File: config.mk
export PLATFORM = sky130hd
export DESIGN_NAME = pcu_capture_unit
export DESIGN_NICKNAME = d
export VERILOG_FILES = /design/src/design/pcu_edge_detect.v /design/src/design/pcu_capture_unit.v
export VERILOG_INCLUDE_DIRS = /design/src /design/src/common
export SDC_FILE = /design/constraint.sdc
export NUM_CORES = 1
export LEC_CHECK = 0
export ABC_CLOCK_PERIOD_IN_PS = 4600
export BUFFER_PORTS_ARGS = -buffer_cell sky130_fd_sc_hd__clkbuf_2
export CAP_MARGIN = 0
export CORE_MARGIN = 1
export CORE_UTILIZATION = 55
export CTS_BUF_LIST = sky130_fd_sc_hd__clkbuf_4 sky130_fd_sc_hd__clkbuf_8
export DETAILED_ROUTE_END_ITERATION = 6
export PLACE_DENSITY = 0.9
export SYNTH_ARGS = -nofsm -noshare
export SYNTH_HDL_FRONTEND = slang
export SYNTH_SLANG_ARGS = --single-unit
File: constraint.sdc
create_clock -name clock -period 4.6 [get_ports clock]
set_clock_uncertainty 0.05 [all_clocks]
set_input_delay 0.46 -clock clock [delete_from_list [all_inputs] [get_ports clock]]
set_output_delay 0.46 -clock clock [all_outputs]
set_load 0.01 [all_outputs]
File: src/common/pcu_regs.vh
/*
 * Register offsets, field positions and reset values of the position
 * capture unit. Assumes inclusion by bare name from design files.
 */
`ifndef PCU_REGS_VH
`define PCU_REGS_VH

// ----------------------------------------------------------------------
// Register offsets (16-bit parameter words)
// ----------------------------------------------------------------------
`define PCU_OFS_DONE_FLAGS     16'h0A02
`define PCU_OFS_EDGE_SELECT    16'h0A06
`define PCU_OFS_RUN_CONTROL    16'h0A0A
`define PCU_OFS_POS_HIGH       16'h0A0E
`define PCU_OFS_POS_LOW        16'h0A0F
`define PCU_OFS_EVENT_TALLY    16'h0A12

// ----------------------------------------------------------------------
// Field values and positions
// ----------------------------------------------------------------------
`define PCU_MODE_STOP          16'h0000
`define PCU_MODE_SINGLE        16'h0001
`define PCU_MODE_CONT          16'h0002
`define PCU_EDGE_FALL          1'b0
`define PCU_EDGE_RISE          1'b1
`define PCU_FLAG_A_BIT         0
`define PCU_FLAG_B_BIT         1

// ----------------------------------------------------------------------
// Reset values
// ----------------------------------------------------------------------
`define PCU_RST_EDGE_SELECT    1'b0
`define PCU_RST_POSITION       32'h00000000
`define PCU_RST_TALLY          16'h0000
`define PCU_RST_WORD           16'h0000

`endif

File: src/design/pcu_edge_detect.v
/*
 * Two-flop synchroniser and edge detector for one capture pin.
 * Assumes the pin is asynchronous to clock; pulses last one cycle.
 */
`timescale 1ns/1ps

module pcu_edge_detect (
    input  wire clock,
    input  wire sys_rst,
    input  wire pin_in,
    output reg  rise_pulse,
    output reg  fall_pulse
);

    reg meta_r;
    reg sync_r;
    reg last_r;

    // --------------------------------------------------------------
    // Synchroniser, then edge compare on the second and third flops
    // --------------------------------------------------------------
    always @(posedge clock) begin
        if (sys_rst) begin
            meta_r     <= 1'b0;
            sync_r     <= 1'b0;
            last_r     <= 1'b0;
            rise_pulse <= 1'b0;
            fall_pulse <= 1'b0;
        end else begin
            meta_r     <= pin_in;
            sync_r     <= meta_r;
            last_r     <= sync_r;
            rise_pulse <= sync_r & ~last_r;
            fall_pulse <= ~sync_r & last_r;
        end
    end

endmodule // pcu_edge_detect

File: src/design/pcu_capture_unit.v
/*
 * Second position capture channel with its parameter word port and the
 * shared done-flag word. Assumes motor_position and the position-set
 * strobe come from logic on clock; capture pins are asynchronous.
 */
`timescale 1ns/1ps
`include "pcu_regs.vh"

module pcu_capture_unit (
    input  wire        clock,
    input  wire        sys_rst,
    input  wire        latch_input_b,
    input  wire [31:0] motor_position,
    input  wire        pos_set_strobe,
    input  wire [31:0] pos_set_delta,
    input  wire        unit_a_done_pulse,
    input  wire        unit_a_arm_pulse,
    input  wire [15:0] param_addr,
    input  wire [15:0] param_wdata,
    input  wire        param_wr,
    input  wire        param_rd,
    output reg  [15:0] param_rdata,
    output reg         param_rvalid,
    output reg         param_err,
    output reg         unit_b_busy
);

    // --------------------------------------------------------------
    // Run state codes
    // --------------------------------------------------------------
    localparam [2:0] ST_STOP   = 3'h1;
    localparam [2:0] ST_SINGLE = 3'h2;
    localparam [2:0] ST_CONT   = 3'h4;

    reg  [2:0]  state_r;
    reg  [2:0]  state_nxt;
    reg         unit_b_edge_select_r;
    reg  [31:0] unit_b_latched_position_r;
    reg  [15:0] unit_b_event_tally_r;
    reg  [1:0]  latch_done_flags_r;
    reg  [15:0] rdata_nxt;
    reg         hit_nxt;

    wire        rise_b;
    wire        fall_b;
    wire        edge_b;
    wire        capture_b;
    wire        wr_run;
    wire        wr_edge;
    wire        arm_b;

    // --------------------------------------------------------------
    // Pin synchronisation and edge qualification
    // --------------------------------------------------------------
    pcu_edge_detect u_edge_b (
        .clock      (clock),
        .sys_rst    (sys_rst),
        .pin_in     (latch_input_b),
        .rise_pulse (rise_b),
        .fall_pulse (fall_b)
    );

    assign edge_b    = (unit_b_edge_select_r == `PCU_EDGE_RISE) ? rise_b : fall_b;
    assign capture_b = edge_b & (state_r != ST_STOP);
    assign wr_run    = param_wr & (param_addr == `PCU_OFS_RUN_CONTROL);
    assign wr_edge   = param_wr & (param_addr == `PCU_OFS_EDGE_SELECT);
    assign arm_b     = wr_run & ((param_wdata == `PCU_MODE_SINGLE) | (param_wdata == `PCU_MODE_CONT));

    // --------------------------------------------------------------
    // Run state machine; a write in the capture cycle takes priority
    // --------------------------------------------------------------
    always @* begin
        state_nxt = state_r;
        case (state_r)
            ST_STOP: begin
                state_nxt = ST_STOP;
            end
            ST_SINGLE: begin
                if (capture_b) begin
                    state_nxt = ST_STOP;
                end
            end
            ST_CONT: begin
                state_nxt = ST_CONT;
            end
            default: begin
                state_nxt = ST_STOP;
            end
        endcase
        if (wr_run) begin
            if (param_wdata == `PCU_MODE_STOP) begin
                state_nxt = ST_STOP;
            end else if (param_wdata == `PCU_MODE_SINGLE) begin
                state_nxt = ST_SINGLE;
            end else if (param_wdata == `PCU_MODE_CONT) begin
                state_nxt = ST_CONT;
            end
        end
    end

    always @(posedge clock) begin
        if (sys_rst) begin
            state_r     <= ST_STOP;
            unit_b_busy <= 1'b0;
        end else begin
            state_r     <= state_nxt;
            unit_b_busy <= (state_nxt != ST_STOP);
        end
    end

    // --------------------------------------------------------------
    // Configuration, captured position, tally and done flags
    // --------------------------------------------------------------
    always @(posedge clock) begin
        if (sys_rst) begin
            unit_b_edge_select_r      <= `PCU_RST_EDGE_SELECT;
            unit_b_latched_position_r <= `PCU_RST_POSITION;
            unit_b_event_tally_r      <= `PCU_RST_TALLY;
            latch_done_flags_r        <= 2'h0;
        end else begin
            if (wr_edge) begin
                unit_b_edge_select_r <= param_wdata[0];
            end
            if (capture_b) begin
                unit_b_latched_position_r <= motor_position;
            end else if (pos_set_strobe) begin
                unit_b_latched_position_r <= unit_b_latched_position_r + pos_set_delta;
            end
            if (arm_b) begin
                unit_b_event_tally_r <= `PCU_RST_TALLY;
            end else if (capture_b) begin
                unit_b_event_tally_r <= unit_b_event_tally_r + 16'h0001;
            end
            if (unit_a_done_pulse) begin
                latch_done_flags_r[`PCU_FLAG_A_BIT] <= 1'b1;
            end else if (unit_a_arm_pulse) begin
                latch_done_flags_r[`PCU_FLAG_A_BIT] <= 1'b0;
            end
            // A capture in the cycle of a re-arm still marks the flag: set wins
            if (capture_b) begin
                latch_done_flags_r[`PCU_FLAG_B_BIT] <= 1'b1;
            end else if (arm_b) begin
                latch_done_flags_r[`PCU_FLAG_B_BIT] <= 1'b0;
            end
        end
    end

    // --------------------------------------------------------------
    // Parameter word read decode
    // --------------------------------------------------------------
    always @* begin
        rdata_nxt = `PCU_RST_WORD;
        hit_nxt   = 1'b1;
        case (param_addr)
            `PCU_OFS_DONE_FLAGS:  rdata_nxt = {14'h0000, latch_done_flags_r};
            `PCU_OFS_EDGE_SELECT: rdata_nxt = {15'h0000, unit_b_edge_select_r};
            `PCU_OFS_RUN_CONTROL: rdata_nxt = (state_r == ST_SINGLE) ? `PCU_MODE_SINGLE :
                                              (state_r == ST_CONT)   ? `PCU_MODE_CONT : `PCU_MODE_STOP;
            `PCU_OFS_POS_HIGH:    rdata_nxt = unit_b_latched_position_r[31:16];
            `PCU_OFS_POS_LOW:     rdata_nxt = unit_b_latched_position_r[15:0];
            `PCU_OFS_EVENT_TALLY: rdata_nxt = unit_b_event_tally_r;
            default:              hit_nxt   = 1'b0;
        endcase
    end

    always @(posedge clock) begin
        if (sys_rst) begin
            param_rdata  <= `PCU_RST_WORD;
            param_rvalid <= 1'b0;
            param_err    <= 1'b0;
        end else begin
            param_rvalid <= param_rd | param_wr;
            param_rdata  <= param_rd ? rdata_nxt : `PCU_RST_WORD;
            param_err    <= (param_rd & ~hit_nxt) |
                            (param_wr & ~wr_edge & ~(wr_run & (param_wdata[15:2] == 14'h0000) &
                                                   (param_wdata[1:0] != 2'h3)));
        end
    end

endmodule // pcu_capture_unit

==> metrics, run 1 <==
vias in the first global route 4,931; syn_nets 733; critical-path maximum fanout 4; Yosys warnings 0; fmax 0.289 GHz; crit path time final 3450 ps; VDD IR max 0.180 mV; global-route wire length before repair 23,100 um; Leakage Power 2.58 nW; crit start category register; share of cells above drive strength 1 22.1%; Power Dens Cells 334 mW/mm^2; Final HPWL DP 10,500 um; WHS Path Cells 2; initial antenna violation count 0; H-tree levels 3; largest net degree at the start of global routing 58; Critical Path Max Stage Delay 570 ps; Post CTS Setup Buffer Count 0; worst path required time 4810 ps; crit path kind register to register; gr ovfl total 0; CTS tree done; fin crit share 75.1%; TritonCTS Buffers 9; Top FF cell, synth dfxtp_1; GRT Overall Usage 30.1%; Post-DRT Antenna Nets 0; setup TNS 0 ps; RePlAce Congestion 0.964; RSZ-0062 raised after global routing no; Clock Path Buffers 2; CP bufs+invs 0; io pins 123; vias per cell 6.27; R2R setup slack 1150 ps; drt wl/cell 17.4 um; Core ar. 0.00872 sq mm; dpl cells 794; Starting Density 57.0%; max_slew headroom 23.2%; Worst Reg-to-Reg Cells 11; Worst R2R End unit_b_latched_position_r[24]$_SDFFE_PP0P_; Die ar. 0.00943 sq mm; Synth async-reset ratio 0%; CP endpoint kind register; Syn Inst Count 596; vias post-DR 5,081; cts hold-fix bufs 0; first-iteration detailed-routing DRC count 464; Root Driver clkbuf_8; Worst-Skew Late Latency 370 ps; R2R Path Start unit_b_latched_position_r[0]$_SDFFE_PP0P_; DR DRC count 0; Synth-to-Final Area Change 16.3%; # resized after CTS 0; Final Net Count 834; max-slew violation count 0; slowest CP cell a221oi_1; Hold Crit Start latch_input_b; worst-margin pin slew 1150 ps; Yosys cell types 63; max-cap viol count 0; crit-path cells ha_1, fa_1, a21o_1, a221oi_1, a311oi_2, nor3_1, o31a_1, o21ai_0, xor2_1, mux2i_1, a211oi_1; CTS clk-pin slew, worst paths 90 ps; Setup WS pre-CTS 983 ps; Hold Vio Cnt, Final 0; number of synthesized flops with an enable pin 0; # diodes 0; Min-Delay Endpoint u_edge_b.meta_r$_SDFF_PP0_; Seq/Total Area, Yosys 31.4%; Die X 97.1 um; post-route setup slack 1150 ps; DRT Wirelength 14,100 um; commonest non-fill, non-tap cell in the layout clkbuf_2; synthesized cell area 0.00497 sq mm; Filler cells 700; worst endpoint data arrival time 3670 ps; row cnt 34; crit-path leading delay family compound AO/OA/AOI/OAI gates; # setup viols final 0; Die Ht 97.1 um; buffers added on ports 122; syn_area_per_cell 8.34 sq um; Cell Count, Final, Fillers Out 810; most frequent cells in the layout 122 x clkbuf_2, 81 x nor2_1, 78 x dfxtp_1; synthesis-stage register bit count 78; status finished, final reports clean; drt pass-1 iters 6; CTS sink count 78; Min-Delay Path Class input port to register
## registers in the layout, indices dropped and copies added, names as in the netlist
| signal | flops |
|---|---|
| u_edge_b.fall_pulse | 1 |
| u_edge_b.last_r | 1 |
| u_edge_b.meta_r | 1 |
| param_rvalid | 1 |
| u_edge_b.sync_r | 1 |
| unit_b_busy | 1 |
| unit_b_latched_position_r | 32 |
| unit_b_edge_select_r | 1 |
| param_rdata | 16 |
| param_err | 1 |
| unit_b_event_tally_r | 16 |
| state_r | 3 |
| latch_done_flags_r | 2 |
| u_edge_b.rise_pulse | 1 |
## per-layer routing
| metal | track usage, % | wire length [um] |
|---|---|---|
| met5 | 0 | 0 |
| met3 | 3.67 | 1150 |
| met4 | 15.4 | 667 |
| met1 | 38.9 | 5690 |
| met2 | 49.6 | 6570 |
## cell families (layout without fill, tap and decap cells)
kind of cell	count (synthesis)	in the layout	synth area share, %
muxes	27	27	5.71
DFF	78	78	31.4
adders and majority gates	33	33	8.45
and+or+nand+nor	200	200	20.0
xor gates and xnor gates	42	42	7.40
AOI/OAI and AO/OA	167	167	23.3
buffers and inverters	49	155	3.72
## synth_stat cells (11+ instances only)
| library cell | instances | area [sq um] |
|---|---|---|
| nand3_1 | 18 | 90.1 |
| a21o_1 | 12 | 90.1 |
| nand2_1 | 35 | 131 |
| ha_1 | 32 | 400 |
| a21oi_1 | 37 | 185 |
| nand4_1 | 11 | 68.8 |
| clkbuf_1 | 30 | 113 |
| dfxtp_1 | 78 | 1560 |
| nor2_1 | 81 | 304 |
| inv_1 | 13 | 48.8 |
| a211oi_1 | 27 | 203 |
| a222oi_1 | 16 | 160 |
| xnor2_1 | 20 | 175 |
| o21ai_0 | 27 | 135 |
| mux2i_1 | 25 | 250 |
| xor2_1 | 22 | 193 |
## where the power goes
| part | leakage [nW] | switching, mW | internal (mW) | total [mW] |
|---|---|---|---|---|
| sequential | 0.637 | 0.0657 | 0.729 | 0.794 |
| combinational | 1.86 | 0.359 | 0.293 | 0.652 |
| clock | 0.0866 | 0.286 | 0.202 | 0.487 |
| total | 2.58 | 0.710 | 1.22 | 1.93 |
## worst max path at each step
stage                                                   start                                          to  slack (ps)  depth (start not counted)
global route        unit_b_latched_position_r[0]$_SDFFE_PP0P_  unit_b_latched_position_r[24]$_SDFFE_PP0P_         970                         11
global placement                             pos_set_delta[0]  unit_b_latched_position_r[26]$_SDFFE_PP0P_        1110                         11
finish              unit_b_latched_position_r[0]$_SDFFE_PP0P_  unit_b_latched_position_r[24]$_SDFFE_PP0P_        1150                         11
floorplan                                    pos_set_delta[0]  unit_b_latched_position_r[26]$_SDFFE_PP0P_        1480                         10
CTS                 unit_b_latched_position_r[0]$_SDFFE_PP0P_  unit_b_latched_position_r[26]$_SDFFE_PP0P_        1190                         10
detailed placement                           pos_set_delta[0]  unit_b_latched_position_r[26]$_SDFFE_PP0P_         980                         11
## final cells by class
cell class / count / area (sq um) / area share [%]
repair buffers: 124 / 626 / 10.8
multi-input cells: 469 / 3230 / 55.8
flip-flops and latches: 78 / 1560 / 27.0
clock buffers: 9 / 124 / 2.14
inverters: 15 / 56.3 / 0.973
clock inverters: 7 / 55.1 / 0.952
well taps: 108 / 135 / 2.34
## through the flow
stage / area, sq um / power (mW) / hold WS (ps) / utilization [%]
4_1_cts: 5780 / 1.92 / 238 / 66.3
5_1_grt: 5780 / 2.04 / 240 / 66.3
3_5_place_dp: 5610 / 1.44 / 350 / 64.3
6_report: 5780 / 1.93 / 249 / 66.3
3_3_place_gp: 5610 / 1.42 / 338 / 64.3
2_1_floorplan: 4970 / 1.26 / 333 / -
(Power assumes the default switching activity.)
==> inputs of run 2 (changes only) <==
Settings changed: ABC_AREA set to 1, ABC_CLOCK_PERIOD_IN_PS 4600 to 3400, PLACE_DENSITY 0.9 to 0.88.
Clock period 4.6 ns to 3.4 ns, I/O delays scaled along.
==> run 2 against run 1 <==
Net effect: die area up 23%; largest power group unchanged; sequential power up 31%; wire length up 22%; synthesized area up 23%; critical path depth down 2; core utilization down 1.7 points; worst setup slack worse by 250 ps; sequential cell count unchanged; synthesized cell count up 68%; highest routed layer unchanged.
==> metrics, run 2 <==
top area cells in the synthesized netlist dfxtp_1 25%, nand2_1 21%, inv_1 10%; max-cap viol count 0; initial antenna violation count 0; Synth top area share 25.4%; Int Power 1.54 mW; critical-path maximum fanout 54; CTS sink count 78; worst-margin pin slew 721 ps; vias per cell 5.28; Power Dens Cells 351 mW/mm^2; fmax 0.399 GHz; # diodes 0; max_slew headroom 52.0%; Root Driver clkbuf_8; Min-Delay Endpoint u_edge_b.meta_r$_SDFF_PP0_; Setup WS pre-CTS 976 ps; clock power share 26.2%; # resized after CTS 0; most frequent cells in the layout 339 x nand2_1, 164 x inv_1, 122 x clkbuf_2; Worst Reg-to-Reg Cells 9; Yosys warnings 0; row cnt 38; CTS tree done; Critical Path Max Stage Delay 460 ps; RePlAce Congestion 0.991; Final HPWL DP 13,900 um; share of power burned in registers 42.2%; post-route setup slack 894 ps; vias post-DR 6,651; Biggest register unit_b_latched_position_r; io pins 123; drt wl/cell 13.7 um; drt pass-1 iters 5; Psw 0.914 mW; Syn Inst Count 1,000; worst endpoint data arrival time 2740 ps; DRT Wirelength 17,200 um; Placed Area 0.00682 sq mm; Clock Path Buffers 2; R2R setup slack 890 ps; commonest cells in the netlist 339 x nand2_1, 164 x inv_1, 81 x nor2_1, 78 x dfxtp_1, 58 x nand3_1; biggest regs unit_b_latched_position_r x32, param_rdata x16, unit_b_event_tally_r x16; Yosys cell types 43; Top cell by count, worst path inv_2; Hold Crit Start latch_input_b; commonest non-fill, non-tap cell in the layout nand2_1; synthesized cell area 0.00614 sq mm; crit start category register; status finished, final reports clean; crit path time final 2510 ps; Leakage Power 3.76 nW; Die X 108 um; setup TNS 0 ps; DR DRC count 0; H-tree levels 3; share of cells above drive strength 1 17.1%; Post CTS Setup Buffer Count 0; crit-path cells nand2_1, nand2_2, nand2_4, inv_2, nor2_4, inv_2, o21ai_0, o21bai_1, a21oi_1; max reg flops 32; VDD IR max 0.234 mV; Starting Density 56.6%; first-iteration detailed-routing DRC count 515; Final Net Count 1,251; Worst R2R End unit_b_latched_position_r[17]$_SDFFE_PP0P_; Seq/Total Area, Yosys 25.4%; worst path required time 3630 ps; TritonCTS Buffers 9; Min-Delay Path Class input port to register; Post-DRT Antenna Nets 0; max-slew violation count 0; CP endpoint kind register; syn_nets 1,137; RSZ-0062 raised after global routing no; slowest CP cell inv_2; global-route wire length before repair 27,400 um; hold_ws 121 ps; syn_area_per_cell 6.14 sq um; WHS Path Cells 3; number of synthesized flops with an enable pin 0; combinational share of power 31.6%; most numerous cell in the Yosys netlist nand2_1; R2R Path Start unit_b_edge_select_r$_SDFFE_PP0P_; Worst-Skew Late Latency 360 ps; Die Ht 108 um; gr ovfl total 0; cts hold-fix bufs 0; Finished Cell Area 0.00700 sq mm; synthesis-stage register bit count 78; Top FF cell, synth dfxtp_1; CTS clk-pin slew, worst paths 80 ps; crit path kind register to register; GRT Overall Usage 30.7%; largest net degree at the start of global routing 55; Die ar. 0.0116 sq mm; Synth-to-Final Area Change 14.1%; vias in the first global route 5,908; # setup viols final 0; Cell Count, Final, Fillers Out 1,259; Core ar. 0.0108 sq mm; Synth async-reset ratio 0%; cell taking the most area after synthesis dfxtp_1; Hold Vio Cnt, Final 0; dpl cells 1,243; buffers added on ports 122; Net Sw Frac 37.2%; fin crit share 73.7%
-- run 2: cell types whose count changed in the layout (fill, tap and decap cells not counted), moves of 8 or more --
cell	previous run	this run
nand2_1	35	339
a22oi_2	0	10
mux2i_1	25	0
a21oi_1	37	52
inv_1	13	164
a21oi_2	0	10
xnor2_1	20	7
a31oi_1	5	15
o21ai_0	27	35
a21o_1	12	1
nand3_1	18	58
a222oi_1	16	0
a211oi_1	27	0
-- run 2: power by group through the flow --
stage / Combinational (mW) / Sequential [mW] / Clock (mW)
6_report: 0.777 / 1.04 / 0.643
5_1_grt: 0.879 / 1.04 / 0.682
4_1_cts: 0.767 / 1.03 / 0.640
3_5_place_dp: 0.762 / 1.05 / 0
3_3_place_gp: 0.752 / 1.05 / 0
2_1_floorplan: 0.549 / 1.01 / 0
-- run 2: how the worst max path moves through the flow --
stage                                                 start                                    endpoint  slack (ps)  depth (start not counted)
after floorplan                            pos_set_delta[0]  unit_b_latched_position_r[20]$_SDFFE_PP0P_        1490                         12
after global placement    unit_b_edge_select_r$_SDFFE_PP0P_  unit_b_latched_position_r[17]$_SDFFE_PP0P_        1080                          9
after detailed placement              state_r[2]$_SDFF_PP0_  unit_b_latched_position_r[18]$_SDFFE_PP0P_         980                          9
after CTS                             state_r[2]$_SDFF_PP0_  unit_b_latched_position_r[18]$_SDFFE_PP0P_         950                          9
after global routing      unit_b_edge_select_r$_SDFFE_PP0P_  unit_b_latched_position_r[18]$_SDFFE_PP0P_         680                          9
final                     unit_b_edge_select_r$_SDFFE_PP0P_  unit_b_latched_position_r[17]$_SDFFE_PP0P_         890                          9
-- run 2: routing by layer --
| metal | GRT usage (%) | routed length [um] | vias to the layer above |
|---|---|---|---|
| li1 | - | - | 3383 |
| met1 | 39.4 | 7560 | 2975 |
| met2 | 51.0 | 7940 | 250 |
| met3 | 4.84 | 1220 | 43 |
| met4 | 12.5 | 517 | 0 |
| met5 | 0 | 0 | - |
-- run 2: per-stage QoR --
stage	total power [mW]	utilization (%)
floorplan	1.56	-
global placement	1.80	62.9
detailed placement	1.81	62.9
CTS	2.44	64.6
global route	2.60	64.6
finish	2.46	64.6
-- run 2: cell type report --
type / instances / area (sq um)
Timing Repair Buffer: 124 / 626
Tap cell: 140 / 175
Fill cell: 1034 / 3840
Clock buffer: 11 / 145
Multi-Input combinational cell: 732 / 3820
Inverter: 169 / 634
Clock inverter: 5 / 35.0
Sequential cell: 78 / 1560
-- run 2: critical path, delay by kind of cell (launching register included) --
family	cells	cell delay, ps
compound gates	3	520
simple gates	4	550
flops	1	370
buf+inv	2	900
-- run 2: cells by family (layout without fill, tap and decap cells) --
group / count (synthesis) / in the layout / share of synthesized area (%)
DFF: 78 / 78 / 25.4
adders and majority gates: 33 / 33 / 6.85
AOI/OAI and AO/OA: 138 / 138 / 14.0
xor gates and xnor gates: 28 / 28 / 4.00
buffers and inverters: 190 / 309 / 12.2
and+or+nand+nor: 533 / 533 / 37.5
==> inputs of run 3 (changes only) <==
Settings changed: ABC_AREA 1 to 0, ABC_CLOCK_PERIOD_IN_PS 3400 to 2500, PLACE_DENSITY 0.88 to 0.9.
Clock period 3.4 ns to 2.5 ns, I/O delays scaled along.
==> run 3 against run 2 <==
Net effect: the run now ends with design-rule violations, negative setup slack left; die area shrank 19%; clock-buffer cell count decreased by 1; fmax is 11% lower; sequential power rose by 39%; non-clock buffer count increased by 79; combinational power increased by 140%.
==> metrics, run 3 (synthesis gave the netlist of run 1 again) <==
status complete, but fails checks; failing checks design-rule violations, negative setup slack; Biggest register unit_b_latched_position_r; Final HPWL DP 12,100 um; TritonCTS Buffers 9; max reg flops 32; GRT Overall Usage 36.5%; Post-DRT Antenna Nets 0; Final Net Count 913; Critical Path Max Stage Delay 370 ps; most frequent cells in the layout 122 x clkbuf_2, 78 x nor2_1, 76 x buf_4; vias in the first global route 5,632; Die X 97.1 um; Filler cells 497; Die Ht 97.1 um; post-route setup slack -327 ps; cts hold-fix bufs 0; crit path kind register to register; Starting Density 57.0%; max-slew violation count 0; slowest CP cell o31a_1; H-tree levels 3; # setup viols final 18; largest net degree at the start of global routing 44; Placed Area 0.00621 sq mm; row cnt 34; vias post-DR 5,901; first-iteration detailed-routing DRC count 702; Hold Vio Cnt, Final 0; max_slew headroom 20.5%; Min-Delay Path Class input port to register; CP bufs+invs 1; crit path time final 2830 ps; biggest regs unit_b_latched_position_r x32, param_rdata x16, unit_b_event_tally_r x16; worst-margin pin slew 1190 ps; CTS tree done; max-cap viol count 0; setup TNS -3950 ps; Power Dens Cells 648 mW/mm^2; Core ar. 0.00872 sq mm; Setup WS pre-CTS -391 ps; critical-path maximum fanout 6; drt wl/cell 20.6 um; DR DRC count 12; CTS sink count 78; VDD IR max 0.365 mV; Multi-input gate area 0.00357 sq mm; worst endpoint data arrival time 3030 ps; buffers added on ports 122; crit-path cells ha_1, buf_4, nand3_1, nor2_4, nand3b_1, o21ai_0, o31a_1, o311a_1, mux2_4, a311oi_1; crit-path leading delay family compound AO/OA/AOI/OAI gates; fmax 0.354 GHz; Die ar. 0.00943 sq mm; commonest non-fill, non-tap cell in the layout clkbuf_2; Finished Cell Area 0.00681 sq mm; CP endpoint kind register; vias per cell 6.64; CTS clk-pin slew, worst paths 100 ps; share of cells above drive strength 1 36.4%; RePlAce Congestion 1.04; Root Driver clkbuf_8; initial antenna violation count 0; worst path required time 2710 ps; io pins 123; Clock Path Buffers 2; hold_ws 42.8 ps; DRT Wirelength 18,300 um; FF+latch area 0.00157 sq mm; Synth-to-Final Area Change 36.9%; drt pass-1 iters 7; Leakage Power 3.07 nW; global-route wire length before repair 27,800 um; gr ovfl total 0; Worst-Skew Late Latency 370 ps; fin crit share 113%; crit start category register; RSZ-0062 raised after global routing yes; # diodes 0
## run 3: cell types whose count changed in the layout (fill, tap and decap cells not counted), moves of 12 or more
cell / before / now
nand2_1: 339 / 35
inv_1: 164 / 13
buf_4: 2 / 76
nand3_1: 58 / 18
mux2i_1: 0 / 25
a21oi_1: 52 / 28
a211oi_1: 0 / 23
o21ai_0: 35 / 17
a222oi_1: 0 / 16
xnor2_1: 7 / 19
## run 3: layout make-up
| cell class | count | area share [%] |
|---|---|---|
| clock buffer | 10 | 1.93 |
| clock inverter | 6 | 1.38 |
| timing repair buffer | 203 | 18.4 |
| sequential | 78 | 23.1 |
| multi-input combinational | 469 | 52.4 |
| inverter | 15 | 0.827 |
| tap | 108 | 1.98 |
## run 3: metal layers
layer	track usage, %	share of wire (%)	vias to the layer above
met3	5.97	9.5	134
met2	61.7	46	451
met5	0	0	-
met1	43.0	37	2737
li1	-	-	2579
met4	22.8	7.3	0
## run 3: worst paths after layout
check / endpoint / cells after the start / start / slack, ps
setup / recovery: unit_b_latched_position_r[26]$_SDFFE_PP0P_ / 10 / unit_b_latched_position_r[16]$_SDFFE_PP0P_ / -330
hold / removal: u_edge_b.meta_r$_SDFF_PP0_ / 2 / latch_input_b / 40
setup reg to reg: unit_b_latched_position_r[26]$_SDFFE_PP0P_ / 10 / unit_b_latched_position_r[16]$_SDFFE_PP0P_ / -330
hold reg to reg: u_edge_b.fall_pulse$_SDFF_PP0_ / 1 / u_edge_b.sync_r$_SDFF_PP0_ / 360
## run 3: power breakdown
| part | internal [mW] | total (mW) | switching, mW |
|---|---|---|---|
| Clock | 0.581 | 1.11 | 0.529 |
| Combinational | 0.886 | 1.85 | 0.967 |
| Sequential | 1.34 | 1.45 | 0.106 |
| Total | 2.81 | 4.41 | 1.60 |
## run 3: metrics by stage
step	utilization [%]	cells	power, mW
final	78.1	889	4.41
after global routing	78.1	889	4.56
after CTS	77.0	885	4.21
after detailed placement	71.3	865	2.97
after global placement	71.3	865	2.88
after floorplan	-	596	2.34
## run 3: repair_timing
action,4_1_cts,5_1_grt
resized for setup,45,18
setup endpoints to repair,18,20
hold endpoints to repair,0,0
buffers inserted,4,4
pin swaps,27,21
